$ cat src/logic/rst_seq_pkg.sv
// How it works
// - while master clear is low, osc output pin drives low in clock-out mode, else floats.
// - power-on detector holds the whole chip in reset until supply is good.
// - power-up timer gives 72 ms from power-on detection, at power-up only.
// - power-up timer runs on its own rc tick; reset held while it runs.
// - power-up delay applied when its enable bit is 0, skipped when 1.
// - oscillator start-up counts 1024 osc input cycles after the power-up delay.
// - start-up count only in the three crystal modes, on power-on or wake.
// - sequence is power-on, then power-up timer, then oscillator start-up count.
// - rc modes with power-up timer disabled leave reset without any delay.
// - delays run regardless of master clear; release after them starts at once.
// - power-on flag, bit 1 at 8Eh, cleared by power-on reset, and written by the core at 8Eh.
// - power-on reset sets both status flags, pc 000h, status 0001 1xxx.
// - master clear in run gives pc 000h, clears top three status bits.
// - master clear in sleep or irq wake sets timeout flag, clears power-down.
// - watchdog reset in run gives pc 000h and clears the timeout flag.
// - watchdog wake continues at pc+1, clears both flags, keeps the rest.
// - irq wake with global enable set loads pc with vector 0004h.
// - conversion-done wake makes peripheral flag bit 6 read 1.
// - conversion-done wake makes converter control bit 3 read 0.
// - master clear input filters out short pulses.
// - watchdog reset acts internally and never pulls the master clear pin.
package rst_seq_pkg;
  localparam logic [7:0]  PWR_CTRL_OFS    = 8'h8e;
  localparam int          POR_FLAG_BIT    = 1;
  localparam logic [7:0]  PWR_CTRL_RST    = 8'h00;
  localparam int          PERIPH_CONV_BIT = 6;
  localparam int          CONV_GO_BIT     = 3;
  localparam int          STAT_TO_BIT     = 4;
  localparam int          STAT_PD_BIT     = 3;
  localparam logic [12:0] RESET_VECTOR    = 13'h0000;
  localparam logic [12:0] IRQ_VECTOR      = 13'h0004;
  localparam int          CLK_MHZ         = 125;
  localparam int          PWRUP_MS        = 72;
  localparam int          PWRUP_CYCLES    = PWRUP_MS * CLK_MHZ * 1000;
  localparam int          RC_DIV          = 125;
  localparam int          OST_CYCLES      = 1024;
  localparam int          FILT_CYCLES     = 4;
  localparam logic [2:0]  MODE_LP         = 3'h0;
  localparam logic [2:0]  MODE_XT         = 3'h1;
  localparam logic [2:0]  MODE_HS         = 3'h2;
  localparam logic [2:0]  MODE_INTERNAL_RC_MODE_IO   = 3'h4;
  localparam logic [2:0]  MODE_INTERNAL_RC_MODE_CK   = 3'h5;
  localparam logic [2:0]  MODE_EXTERNAL_RC_MODE_IO   = 3'h6;
  localparam logic [2:0]  MODE_EXTERNAL_RC_MODE_CK   = 3'h7;
  typedef enum logic [3:0] {
    ST_POR  = 4'b0001,
    ST_POWERUP_TIMER = 4'b0010,
    ST_OST  = 4'b0100,
    ST_RUN  = 4'b1000
  } seq_state_t;
  function automatic logic is_crystal(input logic [2:0] m);
    return (m == MODE_LP) || (m == MODE_XT) || (m == MODE_HS);
  endfunction
  function automatic logic is_clkout(input logic [2:0] m);
    return (m == MODE_INTERNAL_RC_MODE_CK) || (m == MODE_EXTERNAL_RC_MODE_CK);
  endfunction
endpackage

$ cat src/logic/seq_timer_if.sv
`timescale 1ns/1ps
interface seq_timer_if;
  logic start;
  logic tick;
  logic done;
  modport ctrl  (output start, output tick, input done);
  modport timer (input start, input tick, output done);
endinterface

$ cat src/logic/reset_timeout_sequencer.sv
`timescale 1ns/1ps
module reset_timeout_sequencer #(
  parameter int PWRUP_CYCLES = rst_seq_pkg::PWRUP_CYCLES
) (
  // clock and reset
  input  wire logic        clk,
  input  wire logic        rstn,
  // supply and pins
  input  wire logic        supply_ok,
  input  wire logic        master_clear_n,
  input  wire logic        osc_in_pin,
  output logic             osc_out_pin_o,
  output logic             osc_out_pin_oe,
  // configuration
  input  wire logic [2:0]  osc_mode,
  input  wire logic        powerup_delay_enable_n,
  // core events
  input  wire logic        in_sleep,
  input  wire logic        watchdog_timeout,
  input  wire logic        wake_irq,
  input  wire logic        wake_conv_done,
  input  wire logic        global_irq_enable,
  input  wire logic [12:0] pc_now,
  // register port
  input  wire logic [7:0]  addr,
  input  wire logic [7:0]  wdata,
  input  wire logic        wr,
  input  wire logic        rd,
  output logic [7:0]       rdata,
  // core outputs
  output logic             core_reset,
  output logic             pc_load,
  output logic [12:0]      pc_value,
  output logic             watchdog_expired_flag_n,
  output logic             sleep_entered_flag_n,
  output logic             status_top_clear,
  output logic             periph_conv_set,
  output logic             conv_go_clear
);
  // ------------------------------------------------------------
  // input conditioning
  // ------------------------------------------------------------
  localparam int FW = $clog2(rst_seq_pkg::FILT_CYCLES + 1);
  logic          master_clear_n_filt_reg;
  logic [FW-1:0] filt_cnt_reg;
  logic          osc_q1_reg;
  logic          osc_q2_reg;
  logic          osc_q3_reg;
  logic          supply_reg;
  logic          por_pulse;

  // short pulses on master clear are ignored
  always_ff @(posedge clk or negedge rstn) begin
    if (!rstn) begin
      master_clear_n_filt_reg <= 1'b1;
      filt_cnt_reg  <= '0;
    end else if (master_clear_n == master_clear_n_filt_reg) begin
      filt_cnt_reg <= '0;
    end else if (filt_cnt_reg == FW'(rst_seq_pkg::FILT_CYCLES - 1)) begin
      master_clear_n_filt_reg <= master_clear_n;
      filt_cnt_reg  <= '0;
    end else begin
      filt_cnt_reg <= filt_cnt_reg + FW'(1);
    end
  end

  always_ff @(posedge clk or negedge rstn) begin
    if (!rstn) begin
      osc_q1_reg <= 1'b0;
      osc_q2_reg <= 1'b0;
      osc_q3_reg <= 1'b0;
      supply_reg <= 1'b0;
    end else begin
      osc_q1_reg <= osc_in_pin;
      osc_q2_reg <= osc_q1_reg;
      osc_q3_reg <= osc_q2_reg;
      supply_reg <= supply_ok;
    end
  end
  assign por_pulse = supply_ok && !supply_reg;

  // ------------------------------------------------------------
  // rc tick and timers
  // ------------------------------------------------------------
  localparam int RW = $clog2(rst_seq_pkg::RC_DIV);
  logic [RW-1:0] rc_div_reg;
  logic          rc_tick;
  logic          osc_edge;
  seq_timer_if   powerup_timer_if ();
  seq_timer_if   ost_if ();

  always_ff @(posedge clk or negedge rstn) begin
    if (!rstn) rc_div_reg <= '0;
    else if (rc_div_reg == RW'(rst_seq_pkg::RC_DIV - 1)) rc_div_reg <= '0;
    else rc_div_reg <= rc_div_reg + RW'(1);
  end
  assign rc_tick  = (rc_div_reg == RW'(rst_seq_pkg::RC_DIV - 1));
  assign osc_edge = osc_q2_reg && !osc_q3_reg;
  // power-up timer runs only on its own rc tick
  assign powerup_timer_if.tick = rc_tick;
  assign ost_if.tick  = osc_edge;

  seq_counter #(.COUNT(PWRUP_CYCLES / rst_seq_pkg::RC_DIV)) u_powerup_timer (
    .clk  (clk),
    .rstn (rstn),
    .tif  (powerup_timer_if.timer)
  );
  seq_counter #(.COUNT(rst_seq_pkg::OST_CYCLES)) u_ost (
    .clk  (clk),
    .rstn (rstn),
    .tif  (ost_if.timer)
  );

  // ------------------------------------------------------------
  // time-out sequence
  // ------------------------------------------------------------
  rst_seq_pkg::seq_state_t state_reg;
  rst_seq_pkg::seq_state_t state_next;
  logic powerup_timer_start;
  logic ost_start;
  logic wake_any;
  logic wake_ost_reg;

  assign wake_any = in_sleep && (watchdog_timeout || wake_irq);

  always_comb begin
    state_next = state_reg;
    powerup_timer_start = 1'b0;
    ost_start  = 1'b0;
    case (state_reg)
      rst_seq_pkg::ST_POR: begin
        if (supply_ok) begin
          if (!powerup_delay_enable_n) begin
            state_next = rst_seq_pkg::ST_POWERUP_TIMER;
            powerup_timer_start = 1'b1;
          end else if (rst_seq_pkg::is_crystal(osc_mode)) begin
            state_next = rst_seq_pkg::ST_OST;
            ost_start  = 1'b1;
          end else begin
            state_next = rst_seq_pkg::ST_RUN;
          end
        end
      end
      rst_seq_pkg::ST_POWERUP_TIMER: begin
        if (powerup_timer_if.done) begin
          if (rst_seq_pkg::is_crystal(osc_mode)) begin
            state_next = rst_seq_pkg::ST_OST;
            ost_start  = 1'b1;
          end else begin
            state_next = rst_seq_pkg::ST_RUN;
          end
        end
      end
      rst_seq_pkg::ST_OST: begin
        if (ost_if.done) state_next = rst_seq_pkg::ST_RUN;
      end
      rst_seq_pkg::ST_RUN: begin
        // crystal wake waits for the start-up count again
        if (wake_any && rst_seq_pkg::is_crystal(osc_mode)) begin
          state_next = rst_seq_pkg::ST_OST;
          ost_start  = 1'b1;
        end
      end
      default: state_next = rst_seq_pkg::ST_POR;
    endcase
    if (!supply_ok) state_next = rst_seq_pkg::ST_POR;
  end
  assign powerup_timer_if.start = powerup_timer_start;
  assign ost_if.start  = ost_start;

  always_ff @(posedge clk or negedge rstn) begin
    if (!rstn) state_reg <= rst_seq_pkg::ST_POR;
    else state_reg <= state_next;
  end

  always_ff @(posedge clk or negedge rstn) begin
    if (!rstn) wake_ost_reg <= 1'b0;
    else if (ost_start && state_reg == rst_seq_pkg::ST_RUN) wake_ost_reg <= 1'b1;
    else if (state_reg != rst_seq_pkg::ST_OST) wake_ost_reg <= 1'b0;
  end

  // ------------------------------------------------------------
  // reset output and pins
  // ------------------------------------------------------------
  logic seq_hold;
  assign seq_hold = (state_reg != rst_seq_pkg::ST_RUN) || wake_ost_reg;

  // delays run independent of master clear
  always_ff @(posedge clk or negedge rstn) begin
    if (!rstn) core_reset <= 1'b1;
    else core_reset <= seq_hold || !master_clear_n_filt_reg || !supply_ok;
  end

  // watchdog never drives the pin; only filtered master clear acts
  always_ff @(posedge clk or negedge rstn) begin
    if (!rstn) begin
      osc_out_pin_o  <= 1'b0;
      osc_out_pin_oe <= 1'b0;
    end else begin
      osc_out_pin_o  <= 1'b0;
      osc_out_pin_oe <= !master_clear_n_filt_reg && rst_seq_pkg::is_clkout(osc_mode);
    end
  end

  // ------------------------------------------------------------
  // reset cause, flags and pc
  // ------------------------------------------------------------
  logic master_clear_n_fall;
  logic master_clear_n_prev_reg;
  logic por_done_reg;
  logic wdt_run;

  always_ff @(posedge clk or negedge rstn) begin
    if (!rstn) master_clear_n_prev_reg <= 1'b1;
    else master_clear_n_prev_reg <= master_clear_n_filt_reg;
  end
  assign master_clear_n_fall = master_clear_n_prev_reg && !master_clear_n_filt_reg;
  assign wdt_run   = watchdog_timeout && !in_sleep && !core_reset;

  always_ff @(posedge clk or negedge rstn) begin
    if (!rstn) por_done_reg <= 1'b0;
    else if (state_reg == rst_seq_pkg::ST_POR) por_done_reg <= 1'b0;
    else por_done_reg <= 1'b1;
  end

  always_ff @(posedge clk or negedge rstn) begin
    if (!rstn) begin
      watchdog_expired_flag_n <= 1'b1;
      sleep_entered_flag_n    <= 1'b1;
      status_top_clear        <= 1'b0;
      pc_load                 <= 1'b0;
      pc_value                <= rst_seq_pkg::RESET_VECTOR;
      periph_conv_set         <= 1'b0;
      conv_go_clear           <= 1'b0;
    end else begin
      status_top_clear <= 1'b0;
      pc_load          <= 1'b0;
      periph_conv_set  <= 1'b0;
      conv_go_clear    <= 1'b0;
      if (!por_done_reg) begin
        watchdog_expired_flag_n <= 1'b1;
        sleep_entered_flag_n    <= 1'b1;
        status_top_clear        <= 1'b1;
        pc_load                 <= 1'b1;
        pc_value                <= rst_seq_pkg::RESET_VECTOR;
      end else if (master_clear_n_fall && in_sleep) begin
        watchdog_expired_flag_n <= 1'b1;
        sleep_entered_flag_n    <= 1'b0;
        status_top_clear        <= 1'b1;
        pc_load                 <= 1'b1;
        pc_value                <= rst_seq_pkg::RESET_VECTOR;
      end else if (master_clear_n_fall) begin
        status_top_clear <= 1'b1;
        pc_load          <= 1'b1;
        pc_value         <= rst_seq_pkg::RESET_VECTOR;
      end else if (wdt_run) begin
        watchdog_expired_flag_n <= 1'b0;
        status_top_clear        <= 1'b1;
        pc_load                 <= 1'b1;
        pc_value                <= rst_seq_pkg::RESET_VECTOR;
      end else if (in_sleep && watchdog_timeout) begin
        watchdog_expired_flag_n <= 1'b0;
        sleep_entered_flag_n    <= 1'b0;
        pc_load                 <= 1'b1;
        pc_value                <= pc_now + 13'h0001;
      end else if (in_sleep && wake_irq) begin
        watchdog_expired_flag_n <= 1'b1;
        sleep_entered_flag_n    <= 1'b0;
        pc_load                 <= 1'b1;
        pc_value                <= global_irq_enable ? rst_seq_pkg::IRQ_VECTOR : pc_now + 13'h0001;
        periph_conv_set         <= wake_conv_done;
        conv_go_clear           <= wake_conv_done;
      end
    end
  end

  // ------------------------------------------------------------
  // power control register
  // ------------------------------------------------------------
  logic por_flag_reg;
  always_ff @(posedge clk or negedge rstn) begin
    if (!rstn) por_flag_reg <= rst_seq_pkg::PWR_CTRL_RST[rst_seq_pkg::POR_FLAG_BIT];
    else if (state_reg == rst_seq_pkg::ST_POR) por_flag_reg <= 1'b0;
    else if (wr && addr == rst_seq_pkg::PWR_CTRL_OFS) por_flag_reg <= wdata[rst_seq_pkg::POR_FLAG_BIT];
  end

  always_ff @(posedge clk or negedge rstn) begin
    if (!rstn) rdata <= 8'h00;
    else if (rd && addr == rst_seq_pkg::PWR_CTRL_OFS) rdata <= {6'h00, por_flag_reg, 1'b0};
    else rdata <= 8'h00;
  end

  // ------------------------------------------------------------
  // checks
  // ------------------------------------------------------------
  AST_PIN_LOW: assert property (@(posedge clk) disable iff (!rstn)
    osc_out_pin_oe |-> !osc_out_pin_o) else $error("osc out driven high in reset");
  AST_POR_HOLD: assert property (@(posedge clk) disable iff (!rstn)
    !supply_ok |=> core_reset) else $error("reset released without supply");
  AST_POWERUP_TIMER_HOLD: assert property (@(posedge clk) disable iff (!rstn)
    state_reg == rst_seq_pkg::ST_POWERUP_TIMER |=> core_reset) else $error("reset released during power-up timer");
  AST_NO_DELAY: assert property (@(posedge clk) disable iff (!rstn)
    (state_reg == rst_seq_pkg::ST_POR && supply_ok && powerup_delay_enable_n &&
     !rst_seq_pkg::is_crystal(osc_mode)) |=> state_reg == rst_seq_pkg::ST_RUN)
    else $error("rc mode delay not skipped");
  AST_POWERUP_TIMER_ENABLE: assert property (@(posedge clk) disable iff (!rstn)
    (state_reg == rst_seq_pkg::ST_POR && supply_ok && !powerup_delay_enable_n) |=>
    state_reg == rst_seq_pkg::ST_POWERUP_TIMER) else $error("power-up timer not started");
  AST_OST_MODE: assert property (@(posedge clk) disable iff (!rstn)
    state_reg == rst_seq_pkg::ST_OST |-> rst_seq_pkg::is_crystal(osc_mode))
    else $error("start-up count in rc mode");
  AST_POR_FLAG: assert property (@(posedge clk) disable iff (!rstn)
    state_reg == rst_seq_pkg::ST_POR |=> !por_flag_reg) else $error("power-on flag not cleared");
  AST_WDT_WAKE: assert property (@(posedge clk) disable iff (!rstn)
    (por_done_reg && !master_clear_n_fall && in_sleep && watchdog_timeout) |=>
    (pc_load && pc_value == $past(pc_now) + 13'h0001 && !watchdog_expired_flag_n && !sleep_entered_flag_n))
    else $error("watchdog wake wrong");
  AST_IRQ_VEC: assert property (@(posedge clk) disable iff (!rstn)
    (por_done_reg && !master_clear_n_fall && in_sleep && !watchdog_timeout && wake_irq && global_irq_enable) |=>
    pc_value == rst_seq_pkg::IRQ_VECTOR) else $error("irq vector not loaded");
  AST_POR_START: assert property (@(posedge clk) disable iff (!rstn)
    (por_pulse && state_reg == rst_seq_pkg::ST_POR && !powerup_delay_enable_n) |=>
    state_reg == rst_seq_pkg::ST_POWERUP_TIMER) else $error("power-up timer not started from power-on");
  AST_OST_HOLD: assert property (@(posedge clk) disable iff (!rstn)
    state_reg == rst_seq_pkg::ST_OST |=> core_reset)
    else $error("reset released during start-up count");
  AST_POWERUP_TIMER_RUNS: assert property (@(posedge clk) disable iff (!rstn)
    (state_reg == rst_seq_pkg::ST_POWERUP_TIMER && !powerup_timer_if.done && supply_ok) |=>
    state_reg == rst_seq_pkg::ST_POWERUP_TIMER) else $error("power-up timer cut short");
  AST_MASTER_CLEAR_N_FILTER: assert property (@(posedge clk) disable iff (!rstn)
    (master_clear_n && master_clear_n_filt_reg ##1 !master_clear_n [*2] ##1 master_clear_n) |=> master_clear_n_filt_reg)
    else $error("short master clear pulse not filtered");
  AST_WDT_RUN: assert property (@(posedge clk) disable iff (!rstn)
    (por_done_reg && !master_clear_n_fall && wdt_run) |=>
    (pc_load && pc_value == rst_seq_pkg::RESET_VECTOR && !watchdog_expired_flag_n))
    else $error("watchdog reset wrong");
  AST_CONV_WAKE: assert property (@(posedge clk) disable iff (!rstn)
    (por_done_reg && !master_clear_n_fall && in_sleep && !watchdog_timeout && wake_irq) |=>
    (periph_conv_set == $past(wake_conv_done) && conv_go_clear == $past(wake_conv_done)))
    else $error("conversion wake flags wrong");
  AST_MASTER_CLEAR_N_SLEEP: assert property (@(posedge clk) disable iff (!rstn)
    (por_done_reg && master_clear_n_fall && in_sleep) |=> (watchdog_expired_flag_n && !sleep_entered_flag_n))
    else $error("master clear in sleep flags wrong");
endmodule // reset_timeout_sequencer

$ cat src/logic/seq_counter.sv
`timescale 1ns/1ps
// counts ticks after start; done is a level until next start
module seq_counter #(
  parameter int COUNT = 16
) (
  input wire logic clk,
  input wire logic rstn,
  seq_timer_if.timer tif
);
  localparam int W = $clog2(COUNT + 1);
  logic [W-1:0] cnt_reg;
  logic         run_reg;
  always_ff @(posedge clk or negedge rstn) begin
    if (!rstn) begin
      cnt_reg <= '0;
      run_reg <= 1'b0;
    end else if (tif.start) begin
      cnt_reg <= '0;
      run_reg <= 1'b1;
    end else if (run_reg && tif.tick) begin
      cnt_reg <= cnt_reg + W'(1);
      if (cnt_reg == W'(COUNT - 1)) run_reg <= 1'b0;
    end
  end
  assign tif.done = !run_reg && (cnt_reg == W'(COUNT));
endmodule // seq_counter

$ cat config.mk
export PLATFORM = sky130hd
export DESIGN_NAME = reset_timeout_sequencer
export DESIGN_NICKNAME = d
export VERILOG_FILES = /design/src/logic/rst_seq_pkg.sv /design/src/logic/seq_timer_if.sv /design/src/logic/reset_timeout_sequencer.sv /design/src/logic/seq_counter.sv
export SDC_FILE = /design/constraint.sdc
export NUM_CORES = 1
export LEC_CHECK = 0
export BUFFER_PORTS_ARGS = -buffer_cell sky130_fd_sc_hd__buf_2
export CORE_UTILIZATION = 50
export DETAILED_ROUTE_END_ITERATION = 12
export GPL_ROUTABILITY_DRIVEN = 0
export HOLD_SLACK_MARGIN = 0.03
export PLACE_DENSITY = 0.83
export SETUP_SLACK_MARGIN = 0.2
export SYNTH_ARGS = -nofsm -noshare
export SYNTH_HDL_FRONTEND = slang
export SYNTH_SLANG_ARGS = --single-unit
$ cat constraint.sdc
create_clock -name clk -period 1.88 [get_ports clk]
set_input_delay 0.188 -clock clk [delete_from_list [all_inputs] [get_ports clk]]
set_output_delay 0.188 -clock clk [all_outputs]
set_load 0.01 [all_outputs]
==> out/metrics.cfg <==
[run_status]
outcome=finished with violations
violations=negative setup slack

[synthesis]
synth_edf_count=0
ys_types=52
synth_warnings=0
yosysSeqAreaShare=0.498
synth.area.top_cells=dfrtp_1, xor2_1, nand2_1
synth_area_sq_um=3680
syn_inst=379
ys_ff_latch=73
yosys.area.top_type=dfrtp_1
async_flop_share=1.00
dominantRegCellSynth=dfrtp_1
yosys.area.top_type_share=0.455
synth_area_per_cell_sq_um=9.72

[floorplanning]
core_area_sq_um=6940
die_y_um=87.8
die_w_um=87.8
dieArea_sq_um=7710
start_util=0.530
io_pins=75
rows=30

[finish]
nets=532
diodes=0
design_area_sq_um=4940
num-fill-cells=481
drive_above_1_share=0.378
largest_reg_flops=17
areaGrowthSynthToFinish_pct=34.0

[clock_tree]
htree_levels=3
root_buffer=clkbuf_8
clk_path_buf_depth=2
cts_tree=yes
clock_latency_ns=0.36
clock_sinks=73
cts_buffers=9
clk_pin_slew_ns=0.07

[sta]
max_freq_ghz=0.485
finalCriticalPeriod_ns=2.06
final.setup.tns_ns=-1.60
final.setup.worst_slack_ns=-0.184
maxSlewHeadroom=0.622
fin_crit_sh=1.10
timing_hold_violations_final=0
skew_ns=0.0165
finalSetupViolations=14
whs_ns=0.0773
rsz0062_at_grt=yes
slew_violations=0
worst_pin_slew_ns=0.566

[detailed_routing]
wl_um=8950
antenna_left=0
drt_iter0_markers=118
via_per_inst=5.43
vias=3152
dr.pass1.iters=4
drc_errors=0
wire_per_inst_um=15.4

[run]
drv_cap=0

[critical_path]
reg2reg_from=u_powerup_timer.cnt_reg[0]$_DFFE_PN0P_
crit_required_ns=2.14
critPathTopFamily=simple AND/OR/NAND/NOR gates
cp.arrival_ns=2.33
worstPathCellList=inv_2, ha_4, or4bb_4, nor4_4, a21boi_2, or3_1, o31ai_2
cpMaxStageDelayCell=or4bb_4
cp_num_buf_inv=1
r2r_slack_ns=-0.18
cp-start-kind=flip-flop
cpPeakStageDelay_ns=0.53
reg2reg_depth=7
end_kind=flip-flop
crit_type=reg2reg
rr_endpoint=state_reg[2]$_DFFE_PN0P_
critPathMaxFanout=3

[grt]
grt_antenna_before_repair=0
grt_usage=0.228
grt_pass1_wl_um=13300
grt_pass1_vias=2988
gr-total-overflow=0
grt_max_degree=28

[worst_hold_path]
min_path_type=in2reg
min-delay-start=osc_mode[2]
hold_end=osc_out_pin_oe$_DFF_PN0_
whs_path_depth=3

[place]
port_buffers=59
place_ws_ns=-0.163
dpl.hpwl_um=5560
placed_area_sq_um=4220

[pwr]
p_per_area_nw_per_um2=879
ir_drop_v=0.000381
leakage_nw=2.23

==> area by class of cell <==
class                      instances  area, sq um  share of cell area
clock inverter                     3         40.0             0.00811
sequential                        73         1840               0.372
tap                               96          120              0.0243
multi-input combinational        285         2060               0.418
clock buffer                      13          159              0.0322
inverter                          13         48.8             0.00989
timing repair buffer              97          668               0.135
==> through the flow <==
| stage | power [mW] | cells | util |
|---|---|---|---|
| floorplan | 2.53 | 386 | - |
| global placement | 2.80 | 545 | 0.607 |
| detailed placement | 2.85 | 545 | 0.607 |
| CTS | 4.15 | 566 | 0.657 |
| global route | 4.56 | 580 | 0.711 |
| finish | 4.34 | 580 | 0.711 |
==> kinds of logic (layout without fill, tap and decap cells) <==
family          Yosys count  after routing  share of synthesized area
mux                       3              3                    0.00849
flops                    73             73                      0.498
compound gates           46             46                     0.0754
fa+ha+maj                 8              8                     0.0272
simple gates            178            179                      0.252
xor+xnor                 41             41                     0.0975
other cells               1              8                    0.00102
buf+inv                  29            126                     0.0397
==> power by group <==
group,switching (mW),internal [mW],leakage [nW]
Clock,0.573,0.682,0.103
Combinational,0.578,0.516,1.19
Sequential,0.174,1.81,0.941
Total,1.33,3.01,2.23
==> worst max-delay path by stage <==
stage                                            from                        end  slack [ns]  depth (start not counted)
2_1_floorplan  u_powerup_timer.cnt_reg[0]$_DFFE_PN0P_   state_reg[2]$_DFFE_PN0P_       -0.05                          7
3_3_place_gp   u_powerup_timer.cnt_reg[0]$_DFFE_PN0P_   state_reg[2]$_DFFE_PN0P_       -0.08                          7
3_5_place_dp   u_powerup_timer.cnt_reg[0]$_DFFE_PN0P_   state_reg[2]$_DFFE_PN0P_       -0.16                          7
4_1_cts        u_powerup_timer.cnt_reg[0]$_DFFE_PN0P_   state_reg[2]$_DFFE_PN0P_       -0.17                          7
5_1_grt        u_powerup_timer.cnt_reg[0]$_DFFE_PN0P_  u_ost.run_reg$_DFFE_PN0P_       -0.24                          8
6_report       u_powerup_timer.cnt_reg[0]$_DFFE_PN0P_   state_reg[2]$_DFFE_PN0P_       -0.18                          7
==> layer usage <==
metal,up-vias,global-route usage,share of wire
met5,-,0,0
met4,0,0.139,0.034
met3,25,0.0462,0.040
met2,90,0.380,0.52
met1,1538,0.271,0.40
li1,1499,-,-
==> synthesized netlist by cell type, drive strengths merged (2+ instances only) <==
| library cell | n |
|---|---|
| xnor2 | 19 |
| inv | 13 |
| nor3 | 9 |
| nor4 | 10 |
| clkbuf | 4 |
| nand4 | 9 |
| a21o | 3 |
| o31ai | 2 |
| a22o | 2 |
| nor2b | 4 |
| or3 | 5 |
| a21boi | 2 |
| or4b | 2 |
| buf | 12 |
| nor2 | 43 |
| a21oi | 11 |
| xor2 | 22 |
| dfrtp | 67 |
| dfstp | 6 |
| and4 | 3 |
| nor4b | 5 |
| nand4b | 3 |
| nand3 | 20 |
| o21ai | 19 |
| nand2 | 45 |
| nand2b | 3 |
| mux2i | 2 |
| and3 | 10 |
| ha | 8 |
| and2 | 4 |
==> cells in the final DEF (no fill, tap or decap), drive strengths merged, types with 2 or more instances in the layout <==
cell         netlist  layout
and2               4       4
nor2b              4       4
conb               1       8
dfrtp             67      67
clkbuf             4      15
o21ai             19      19
a21oi             11      11
a22o               2       2
dfstp              6       6
nand2             45      46
mux2i              2       2
o31ai              2       2
inv               13      13
clkinv             0       2
or3                5       5
a21o               3       3
ha                 8       8
a21boi             2       2
dlygate4sd3        0       2
nand2b             3       3
and3              10      10
nor2              43      43
or4b               2       2
buf               12      93
and4               3       3
nand3             20      20
nor3               9       9
nor4              10      10
nand4              9       9
nor4b              5       5
nand4b             3       3
xor2              22      22
xnor2             19      19
==> repair_timing <==
| item | in CTS | in global routing |
|---|---|---|
| buffers inserted | 2 | 10 |
| gates cloned | 1 | 4 |
| endpoints found under the hold margin | 21 | 0 |
| endpoints found under the setup margin | 33 | 45 |
| pin swaps | 11 | 16 |
| hold buffers | 2 | 0 |
| resized for setup | 24 | 70 |
==> worst min-delay path, stage by stage <==
cell and delay [ns]:
buf_2 0.11, nand2_1 0.06, nor2_1 0.04
Power figures use the tool's default switching activity.
